$ cat config.mk
export PLATFORM = sky130hd
export DESIGN_NAME = dsw_state_word
export DESIGN_NICKNAME = d
export VERILOG_FILES = /design/src/rtl/dsw_pkg.sv /design/src/rtl/dsw_freq_scale.sv /design/src/rtl/dsw_state_word.sv
export SDC_FILE = /design/constraint.sdc
export NUM_CORES = 1
export LEC_CHECK = 0
export BUFFER_PORTS_ARGS = -buffer_cell sky130_fd_sc_hd__buf_2
export CAP_MARGIN = 5
export CORE_ASPECT_RATIO = 1.2
export CORE_MARGIN = 5
export CORE_UTILIZATION = 35
export DETAILED_ROUTE_END_ITERATION = 10
export SLEW_MARGIN = 0
export SYNTH_ARGS = -nofsm -noshare
export SYNTH_HDL_FRONTEND = slang
export SYNTH_SLANG_ARGS = --single-unit
$ cat constraint.sdc
create_clock -name hclk -period 17.7 [get_ports hclk]
set_input_delay 2.655 -clock hclk [delete_from_list [all_inputs] [get_ports hclk]]
set_output_delay 2.655 -clock hclk [all_outputs]
set_load 0.1 [all_outputs]
$ cat src/rtl/dsw_pkg.sv
// dsw_pkg: constants, register map and carrier types of the drive state word block.
// assumes a 32-bit AHB-Lite register bus and one system clock.
package dsw_pkg;

  // register byte offsets
  localparam logic [7:0] DSW_OFS_STATE_WORD = 8'h00;
  localparam logic [7:0] DSW_OFS_SPEED_REF = 8'h04;
  localparam logic [7:0] DSW_OFS_MAX_FREQ = 8'h08;
  localparam logic [7:0] DSW_OFS_REF_FREQ = 8'h0C;
  localparam logic [7:0] DSW_OFS_ACT_FREQ = 8'h10;
  localparam logic [7:0] DSW_OFS_IRQ_STATUS = 8'h14;
  localparam logic [7:0] DSW_OFS_IRQ_MASK = 8'h18;
  localparam logic [7:0] DSW_OFS_WARN_ACK = 8'h1C;

  // state word field positions
  localparam int DSW_BIT_QSTOP_N = 5;
  localparam int DSW_BIT_INHIBIT = 6;
  localparam int DSW_BIT_WARN = 7;
  localparam int DSW_BIT_IN_TOL = 8;
  localparam int DSW_BIT_CTRL_REQ = 9;
  localparam int DSW_BIT_REACHED = 10;
  localparam int DSW_RSVD_LO = 11;
  localparam int DSW_RSVD_HI = 15;
  localparam int DSW_WARN_ACK_BIT = 0;

  // widths
  localparam int DSW_WORD_W = 16;
  localparam int DSW_LOW_W = 5;
  localparam int DSW_REF_W = 19;
  localparam int DSW_SCALE_SHIFT = 14;
  localparam int DSW_IRQ_W = 4;

  // reference scaling points
  localparam logic [15:0] DSW_SPEED_ZERO = 16'h0000;
  localparam logic [15:0] DSW_SPEED_FULL_POS = 16'h4000;
  localparam logic [15:0] DSW_SPEED_FULL_NEG = 16'hC000;

  // reset values
  localparam logic [15:0] DSW_RST_SPEED_REF = 16'h0000;
  localparam logic [15:0] DSW_RST_MAX_FREQ = 16'h01F4;
  localparam logic [DSW_IRQ_W-1:0] DSW_RST_IRQ_MASK = 4'h0;
  localparam logic [DSW_WORD_W-1:0] DSW_RST_STATE_WORD = 16'h0000;

  // interrupt status bit positions
  localparam int DSW_IRQ_WARN = 0;
  localparam int DSW_IRQ_REACHED = 1;
  localparam int DSW_IRQ_CTRL_LOST = 2;
  localparam int DSW_IRQ_QSTOP = 3;

  // htrans code for a new transfer
  localparam logic [1:0] DSW_HTRANS_NONSEQ = 2'h2;

  // flags from the drive core state machine
  typedef struct packed {
    logic [DSW_LOW_W-1:0] low_bits;
    logic quick_stop_active;
    logic switch_on_inhibited;
    logic warning_present;
    logic speed_in_tolerance;
    logic fieldbus_has_control;
    logic control_local;
    logic control_other_if;
    logic control_supervisor;
  } dsw_drive_flags_t;

endpackage : dsw_pkg

$ cat src/rtl/dsw_freq_scale.sv
// dsw_freq_scale: scales the signed speed reference word by the maximum frequency.
// assumes inputs come from registers on the same clock; one cycle of latency.
`timescale 1ns/1ps
`default_nettype none
module dsw_freq_scale
  import dsw_pkg::*;
(
  // clock and reset
  input wire logic hclk,
  input wire logic hresetn,
  // operands
  input wire logic [15:0] speed_reference_word,
  input wire logic [15:0] max_output_frequency,
  // result
  output logic signed [DSW_REF_W-1:0] ref_freq_ff
);

  logic signed [32:0] product;
  logic signed [DSW_REF_W-1:0] nxt_ref_freq;

  // signed word times unsigned max, then divide by 0x4000
  always_comb begin
    product = $signed(speed_reference_word) * $signed({1'b0, max_output_frequency});
    nxt_ref_freq = product[32:DSW_SCALE_SHIFT];
  end

  always_ff @(posedge hclk or negedge hresetn) begin
    if (!hresetn) begin
      ref_freq_ff <= '0;
    end else begin
      ref_freq_ff <= nxt_ref_freq;
    end
  end

endmodule : dsw_freq_scale
`default_nettype wire

$ cat src/rtl/dsw_state_word.sv
// dsw_state_word: drive operating state word bits 5..15 and speed reference scaling.
// assumes drive core flags and AHB-Lite master share hclk; single slave on the bus.
// Summary of operation
// - bit 5 low while quick-stop active
// - bit 6 high in switching-on-inhibited state
// - bit 7 holds warning until acknowledged
// - bit 8 high while speed within tolerance
// - bit 9 high when fieldbus controls drive
// - bit 9 low under local/other/supervisor control
// - bit 10 high when output reaches reference
// - reference equals word times max over 4000h
// - speed word signed: 4000h full, C000h negative
`timescale 1ns/1ps
`default_nettype none
module dsw_state_word
  import dsw_pkg::*;
(
  // clock and reset
  input wire logic hclk,
  input wire logic hresetn,
  // ahb-lite slave
  input wire logic hsel,
  input wire logic [31:0] haddr,
  input wire logic [1:0] htrans,
  input wire logic hwrite,
  input wire logic [2:0] hsize,
  input wire logic [31:0] hwdata,
  input wire logic hready,
  output logic hreadyout,
  output logic hresp,
  output logic [31:0] hrdata,
  // drive core
  input wire dsw_drive_flags_t drive_flags,
  input wire logic signed [15:0] actual_output_frequency,
  // outputs
  output logic [DSW_WORD_W-1:0] operating_state_word,
  output logic signed [DSW_REF_W-1:0] reference_frequency,
  output logic irq
);

  logic [DSW_WORD_W-1:0] word_ff;
  logic [DSW_WORD_W-1:0] nxt_word;
  logic [15:0] speed_ff;
  logic [15:0] max_ff;
  logic [DSW_IRQ_W-1:0] sts_ff;
  logic [DSW_IRQ_W-1:0] mask_ff;
  logic [DSW_IRQ_W-1:0] evt;
  logic warn_ff;
  logic nxt_warn;
  logic warn_ack;
  logic wr_pend_ff;
  logic [7:0] waddr_ff;
  logic [31:0] hrdata_ff;
  logic [31:0] rd_mux;
  logic addr_ok;
  logic rd_take;
  logic wr_take;
  logic [16:0] abs_act;
  logic [DSW_REF_W-1:0] abs_ref;
  logic reached;
  logic ctrl_ok;
  logic signed [DSW_REF_W-1:0] ref_freq;
  logic word_vld_ff;

  // zero-wait slave, always okay
  assign hreadyout = 1'b1;
  assign hresp = 1'b0;
  assign hrdata = hrdata_ff;
  assign operating_state_word = word_ff;
  assign reference_frequency = ref_freq;
  assign irq = |(sts_ff & mask_ff);

  assign addr_ok = hsel && hready && htrans == DSW_HTRANS_NONSEQ;
  assign rd_take = addr_ok && !hwrite;
  assign wr_take = addr_ok && hwrite;
  assign warn_ack = wr_pend_ff && waddr_ff == DSW_OFS_WARN_ACK && hwdata[DSW_WARN_ACK_BIT];

  dsw_freq_scale u_scale (
    .hclk(hclk),
    .hresetn(hresetn),
    .speed_reference_word(speed_ff),
    .max_output_frequency(max_ff),
    .ref_freq_ff(ref_freq)
  );

  // magnitudes for the reached test, either direction
  always_comb begin
    abs_act = actual_output_frequency[15] ? 17'(-$signed({actual_output_frequency[15], actual_output_frequency}))
                                          : {1'b0, actual_output_frequency};
    abs_ref = ref_freq[DSW_REF_W-1] ? DSW_REF_W'(-ref_freq) : DSW_REF_W'(ref_freq);
    reached = {2'h0, abs_act} >= abs_ref;
    ctrl_ok = drive_flags.fieldbus_has_control && !(drive_flags.control_local ||
              drive_flags.control_other_if || drive_flags.control_supervisor);
  end

  // warning stays until acknowledged; a present warning wins over the ack
  always_comb begin
    nxt_warn = warn_ff;
    if (warn_ack) begin
      nxt_warn = 1'b0;
    end
    if (drive_flags.warning_present) begin
      nxt_warn = 1'b1;
    end
  end

  always_ff @(posedge hclk or negedge hresetn) begin
    if (!hresetn) begin
      warn_ff <= 1'b0;
    end else begin
      warn_ff <= nxt_warn;
    end
  end

  // whole word built from one cycle of inputs
  always_comb begin
    nxt_word = '0;
    nxt_word[DSW_LOW_W-1:0] = drive_flags.low_bits;
    nxt_word[DSW_BIT_QSTOP_N] = !drive_flags.quick_stop_active;
    nxt_word[DSW_BIT_INHIBIT] = drive_flags.switch_on_inhibited;
    nxt_word[DSW_BIT_WARN] = nxt_warn;
    nxt_word[DSW_BIT_IN_TOL] = drive_flags.speed_in_tolerance;
    nxt_word[DSW_BIT_CTRL_REQ] = ctrl_ok;
    nxt_word[DSW_BIT_REACHED] = reached;
  end

  always_ff @(posedge hclk or negedge hresetn) begin
    if (!hresetn) begin
      word_ff <= DSW_RST_STATE_WORD;
    end else begin
      word_ff <= nxt_word;
    end
  end

  // events: warning raised, reference reached, control lost, quick stop entered
  always_comb begin
    evt = '0;
    evt[DSW_IRQ_WARN] = nxt_word[DSW_BIT_WARN] && !word_ff[DSW_BIT_WARN];
    evt[DSW_IRQ_REACHED] = nxt_word[DSW_BIT_REACHED] && !word_ff[DSW_BIT_REACHED];
    evt[DSW_IRQ_CTRL_LOST] = !nxt_word[DSW_BIT_CTRL_REQ] && word_ff[DSW_BIT_CTRL_REQ];
    evt[DSW_IRQ_QSTOP] = !nxt_word[DSW_BIT_QSTOP_N] && word_ff[DSW_BIT_QSTOP_N];
    if (!word_vld_ff) begin
      evt = '0;
    end
  end

  // first word after reset is not an edge
  always_ff @(posedge hclk or negedge hresetn) begin
    if (!hresetn) begin
      word_vld_ff <= 1'b0;
    end else begin
      word_vld_ff <= 1'b1;
    end
  end

  // address phase capture
  always_ff @(posedge hclk or negedge hresetn) begin
    if (!hresetn) begin
      wr_pend_ff <= 1'b0;
      waddr_ff <= 8'h00;
    end else begin
      wr_pend_ff <= wr_take;
      waddr_ff <= haddr[7:0];
    end
  end

  // control registers written in the data phase
  always_ff @(posedge hclk or negedge hresetn) begin
    if (!hresetn) begin
      speed_ff <= DSW_RST_SPEED_REF;
      max_ff <= DSW_RST_MAX_FREQ;
      mask_ff <= DSW_RST_IRQ_MASK;
    end else if (wr_pend_ff) begin
      case (waddr_ff)
        DSW_OFS_SPEED_REF: begin
          speed_ff <= hwdata[15:0];
        end
        DSW_OFS_MAX_FREQ: begin
          max_ff <= hwdata[15:0];
        end
        DSW_OFS_IRQ_MASK: begin
          mask_ff <= hwdata[DSW_IRQ_W-1:0];
        end
        default: begin
        end
      endcase
    end
  end

  // sticky status, write one to clear, new event wins
  always_ff @(posedge hclk or negedge hresetn) begin
    if (!hresetn) begin
      sts_ff <= '0;
    end else if (wr_pend_ff && waddr_ff == DSW_OFS_IRQ_STATUS) begin
      sts_ff <= (sts_ff & ~hwdata[DSW_IRQ_W-1:0]) | evt;
    end else begin
      sts_ff <= sts_ff | evt;
    end
  end

  // read mux sampled at the address phase
  always_comb begin
    case (haddr[7:0])
      DSW_OFS_STATE_WORD: rd_mux = {16'h0000, word_ff};
      DSW_OFS_SPEED_REF: rd_mux = {16'h0000, speed_ff};
      DSW_OFS_MAX_FREQ: rd_mux = {16'h0000, max_ff};
      DSW_OFS_REF_FREQ: rd_mux = 32'(ref_freq);
      DSW_OFS_ACT_FREQ: rd_mux = 32'(actual_output_frequency);
      DSW_OFS_IRQ_STATUS: rd_mux = {28'h0000000, sts_ff};
      DSW_OFS_IRQ_MASK: rd_mux = {28'h0000000, mask_ff};
      DSW_OFS_WARN_ACK: rd_mux = {31'h00000000, warn_ff};
      default: rd_mux = 32'h00000000;
    endcase
  end

  always_ff @(posedge hclk or negedge hresetn) begin
    if (!hresetn) begin
      hrdata_ff <= 32'h00000000;
    end else if (rd_take) begin
      hrdata_ff <= rd_mux;
    end
  end

  logic signed [32:0] chk_prod;
  assign chk_prod = $signed(speed_ff) * $signed({1'b0, max_ff});
endmodule : dsw_state_word
`default_nettype wire

==> summary.md <==
| Metric | Value |
|---|---|
| Via density | 5.17 |
| Synthesized area | 0.0133 mm2 |
| Global-route wire length before repair | 60200 um |
| # nets final | 1919 |
| Die Wd | 188 um |
| Sink Count | 99 |
| Row count | 78 |
| CTS tree | done |
| Post-layout minimum cycle time | 7250 ps |
| Hold slack | 475 ps |
| RSZ-0062 raised after global routing | false |
| Layout area overhead | 9.21% |
| DR pass1 iterations | 5 |
| Post-CTS setup buffer count | 0 |
| Startpoint types | register |
| GRT Total Usage | 18.0% |
| Largest net degree at the start of global routing | 83 |
| Worst path required time | 18000 ps |
| Final Max Tran Viols | 0 |
| Cell Pwr Density | 39.8 mW/mm2 |
| Slew margin rel. | 20.9% |
| CTS Hold Buffers Added | 0 |
| Antenna violations before repair | 0 |
| Vias in the first global route | 10800 |
| Register clock-pin slew on the reported worst setup and hold paths | 70 ps |
| Initial core utilization | 35.3% |
| Setup_tns | 0 ps |
| Hold Crit Class | reg2reg |
| # port buffers | 122 |
| Die area | 0.0421 mm2 |
| Pwr Total | 0.579 mW |
| FF+latch count, synth | 99 |
| Synth async-reset ratio | 100% |
| CP Data Arrival Time | 7550 ps |
| Max clock buf depth | 2 |
| Post-Synthesis Cells | 1417 |
| Final worst slack | 10450 ps |
| CP max-delay cell | dfrtp_1 |
| Leak Pwr | 7.40 nW |
| Avg Cell Area, Syn | 9.41 um2 |
| Syn. warnings | 0 |
| Htree depth | 3 |
| Core Footprint | 0.0378 mm2 |
| Most frequent CP cell | fa_1 |
| Detail Placement HPWL | 27700 um |
| Max Cap Violations | 0 |
| Layout cells sized above 1 | 13.0% |
| I/O pin total | 173 |
| Worst VDD drop | 0.0510 mV |
| Pre-CTS setup slack | 10370 ps |
| Post-DRT Antenna Nets | 0 |
| Kind of critical path | reg2reg |
| Clock Latency Late Sink | 370 ps |
| Status | finished clean |
| Final hold vios | 0 |
| Sequential area share after synthesis | 18.6% |
| Top_reg_cell synth | dfrtp_1 |
| Diodes inserted | 0 |
| Post-synth EDFFs | 0 |
| CTS resizes | 0 |
| Slowest stage delay, CP | 930 ps |
| Setup Skew | 8.40 ps |
| Total CTS buffers | 9 |
| DRC viols | 0 |
| Fillers | 3790 |
| GP Congestion | 0.872 |
| Post-Place Cells | 1954 |
| Final period utilization | 41.0% |
| Fin cells | 1970 |
| 1st-iter DRT viols | 577 |
| Largest fanout on the critical path | 18 |
| CP Cell Sequence | nand2_1 > fa_1 > fa_1 > fa_1 > inv_1 > fa_1 > fa_1 > inv_1 > fa_1 > inv_1 > ha_1 > a21o_1 > o21ai_0 > a2111oi_0 > o2111ai_1 > a21boi_0 > or2_2 > a21oi_1 |
| Crit path capture type | register |
| Final setup violating endpoints | 0 |
| Final wirelength | 37200 um |
| Total number of vias | 10200 |
| GRT Residual Overflow | 0 |
| Fmax achieved | 138 MHz |
| Clk root buf | clkbuf_16 |
| Routed len/inst | 18.9 um |
| Pin slew with the least headroom to its limit | 1180 ps |
| Die H | 224 um |
| Netlist cell types | 62 |
[stage by stage]
stage | area [um2] | util, %
floorplan | 13400 | -
global placement | 14300 | 37.7
detailed placement | 14300 | 37.7
CTS | 14600 | 38.5
global route | 14600 | 38.5
finish | 14600 | 38.5
[Yosys cell counts (7+ instances only)]
master | instances | area, um2
ha_1 | 138 | 1730
o31ai_1 | 8 | 60.1
nor2b_1 | 8 | 50.1
xnor2_1 | 27 | 236
a21oi_1 | 42 | 210
nand2_1 | 188 | 706
a211oi_1 | 8 | 60.1
nor2_1 | 36 | 135
nand3_1 | 7 | 35.0
a21o_1 | 12 | 90.1
buf_4 | 21 | 158
mux2_2 | 36 | 405
nand2b_1 | 13 | 81.3
fa_1 | 193 | 3860
clkbuf_1 | 54 | 203
xor2_1 | 18 | 158
inv_1 | 248 | 931
and2_1 | 115 | 719
dfrtp_1 | 93 | 2330
a22oi_1 | 22 | 165
o21ai_0 | 42 | 210
[layout by cell type (no fill, tap or decap), types with 27 or more instances in the layout]
cell type and count:
inv_1 248, fa_1 193, nand2_1 188, ha_1 138
buf_2 121, and2_1 115, dfrtp_1 93, o21ai_0 42
a21oi_1 42, nor2_1 36, mux2_2 36, xnor2_1 27
[final timing paths]
check / startpoint / endpoint / slack (ps) / cells past startpoint
worst max register to register: max_ff[10]$_DFFE_PN0P_ / u_scale.ref_freq_ff[17]$_DFF_PN0_ / 10450 / 18
worst max-delay path: max_ff[10]$_DFFE_PN0P_ / u_scale.ref_freq_ff[17]$_DFF_PN0_ / 10450 / 18
max in group asynchronous: hresetn / hrdata[0]$_DFFE_PN0P_ / 14210 / 2
min in group asynchronous: hresetn / max_ff[0]$_DFFE_PN0P_ / 2160 / 1
worst min register to register: hrdata[13]$_DFFE_PN0P_ / hrdata[13]$_DFFE_PN0P_ / 480 / 1
worst min-delay path: hrdata[13]$_DFFE_PN0P_ / hrdata[13]$_DFFE_PN0P_ / 480 / 1
[final cells by class]
class | count | area [um2] | share of cell area, %
inverter | 248 | 931 | 6.40
tap | 480 | 601 | 4.13
multi-input combinational | 1000 | 9590 | 65.9
clock buffer | 10 | 229 | 1.57
timing repair buffer | 127 | 651 | 4.47
sequential | 99 | 2480 | 17.1
clock inverter | 6 | 73.8 | 0.507
[flip-flops by register name, summed over array words and instances (netlist names)]
name,flops
mask_ff,4
word_vld_ff,1
speed_ff,16
u_scale.ref_freq_ff,19
operating_state_word,11
waddr_ff,8
sts_ff,4
wr_pend_ff,1
hrdata,19
max_ff,16
[worst max-delay path, delay by kind of cell, from the launching register on]
| family | cells | cell delay [ps] |
|---|---|---|
| and+or+nand+nor | 2 | 480 |
| AOI/OAI and AO/OA | 6 | 2110 |
| buffers and inverters | 3 | 140 |
| adders and majority gates | 7 | 3510 |
| DFF | 1 | 930 |
[routing by layer]
metal / wire [um] / share of wire, % / GRT usage [%]
met1: 14500 / 39 / 22.1
met4: 1990 / 5.3 / 8.53
met2: 18800 / 50 / 31.7
met3: 1910 / 5.1 / 2.17
met5: 0 / 0 / 0
[power breakdown]
group	internal (mW)	switching, mW
logic	0.0360	0.0799
registers	0.234	0.0237
clock network	0.111	0.0943
[logic make-up (layout without fill, tap and decap cells)]
| group | Yosys count | in the layout | share of synthesized area, % |
|---|---|---|---|
| adders and majority gates | 331 | 331 | 41.9 |
| buffers and inverters | 325 | 391 | 9.74 |
| other | 2 | 9 | 0.0563 |
| and+or+nand+nor | 405 | 405 | 15.0 |
| muxes | 39 | 39 | 3.27 |
| xor gates and xnor gates | 45 | 45 | 2.96 |
| AOI/OAI and AO/OA | 171 | 171 | 8.35 |
| DFF | 99 | 99 | 18.6 |
Note: power is estimated with default switching activity, not from simulation.
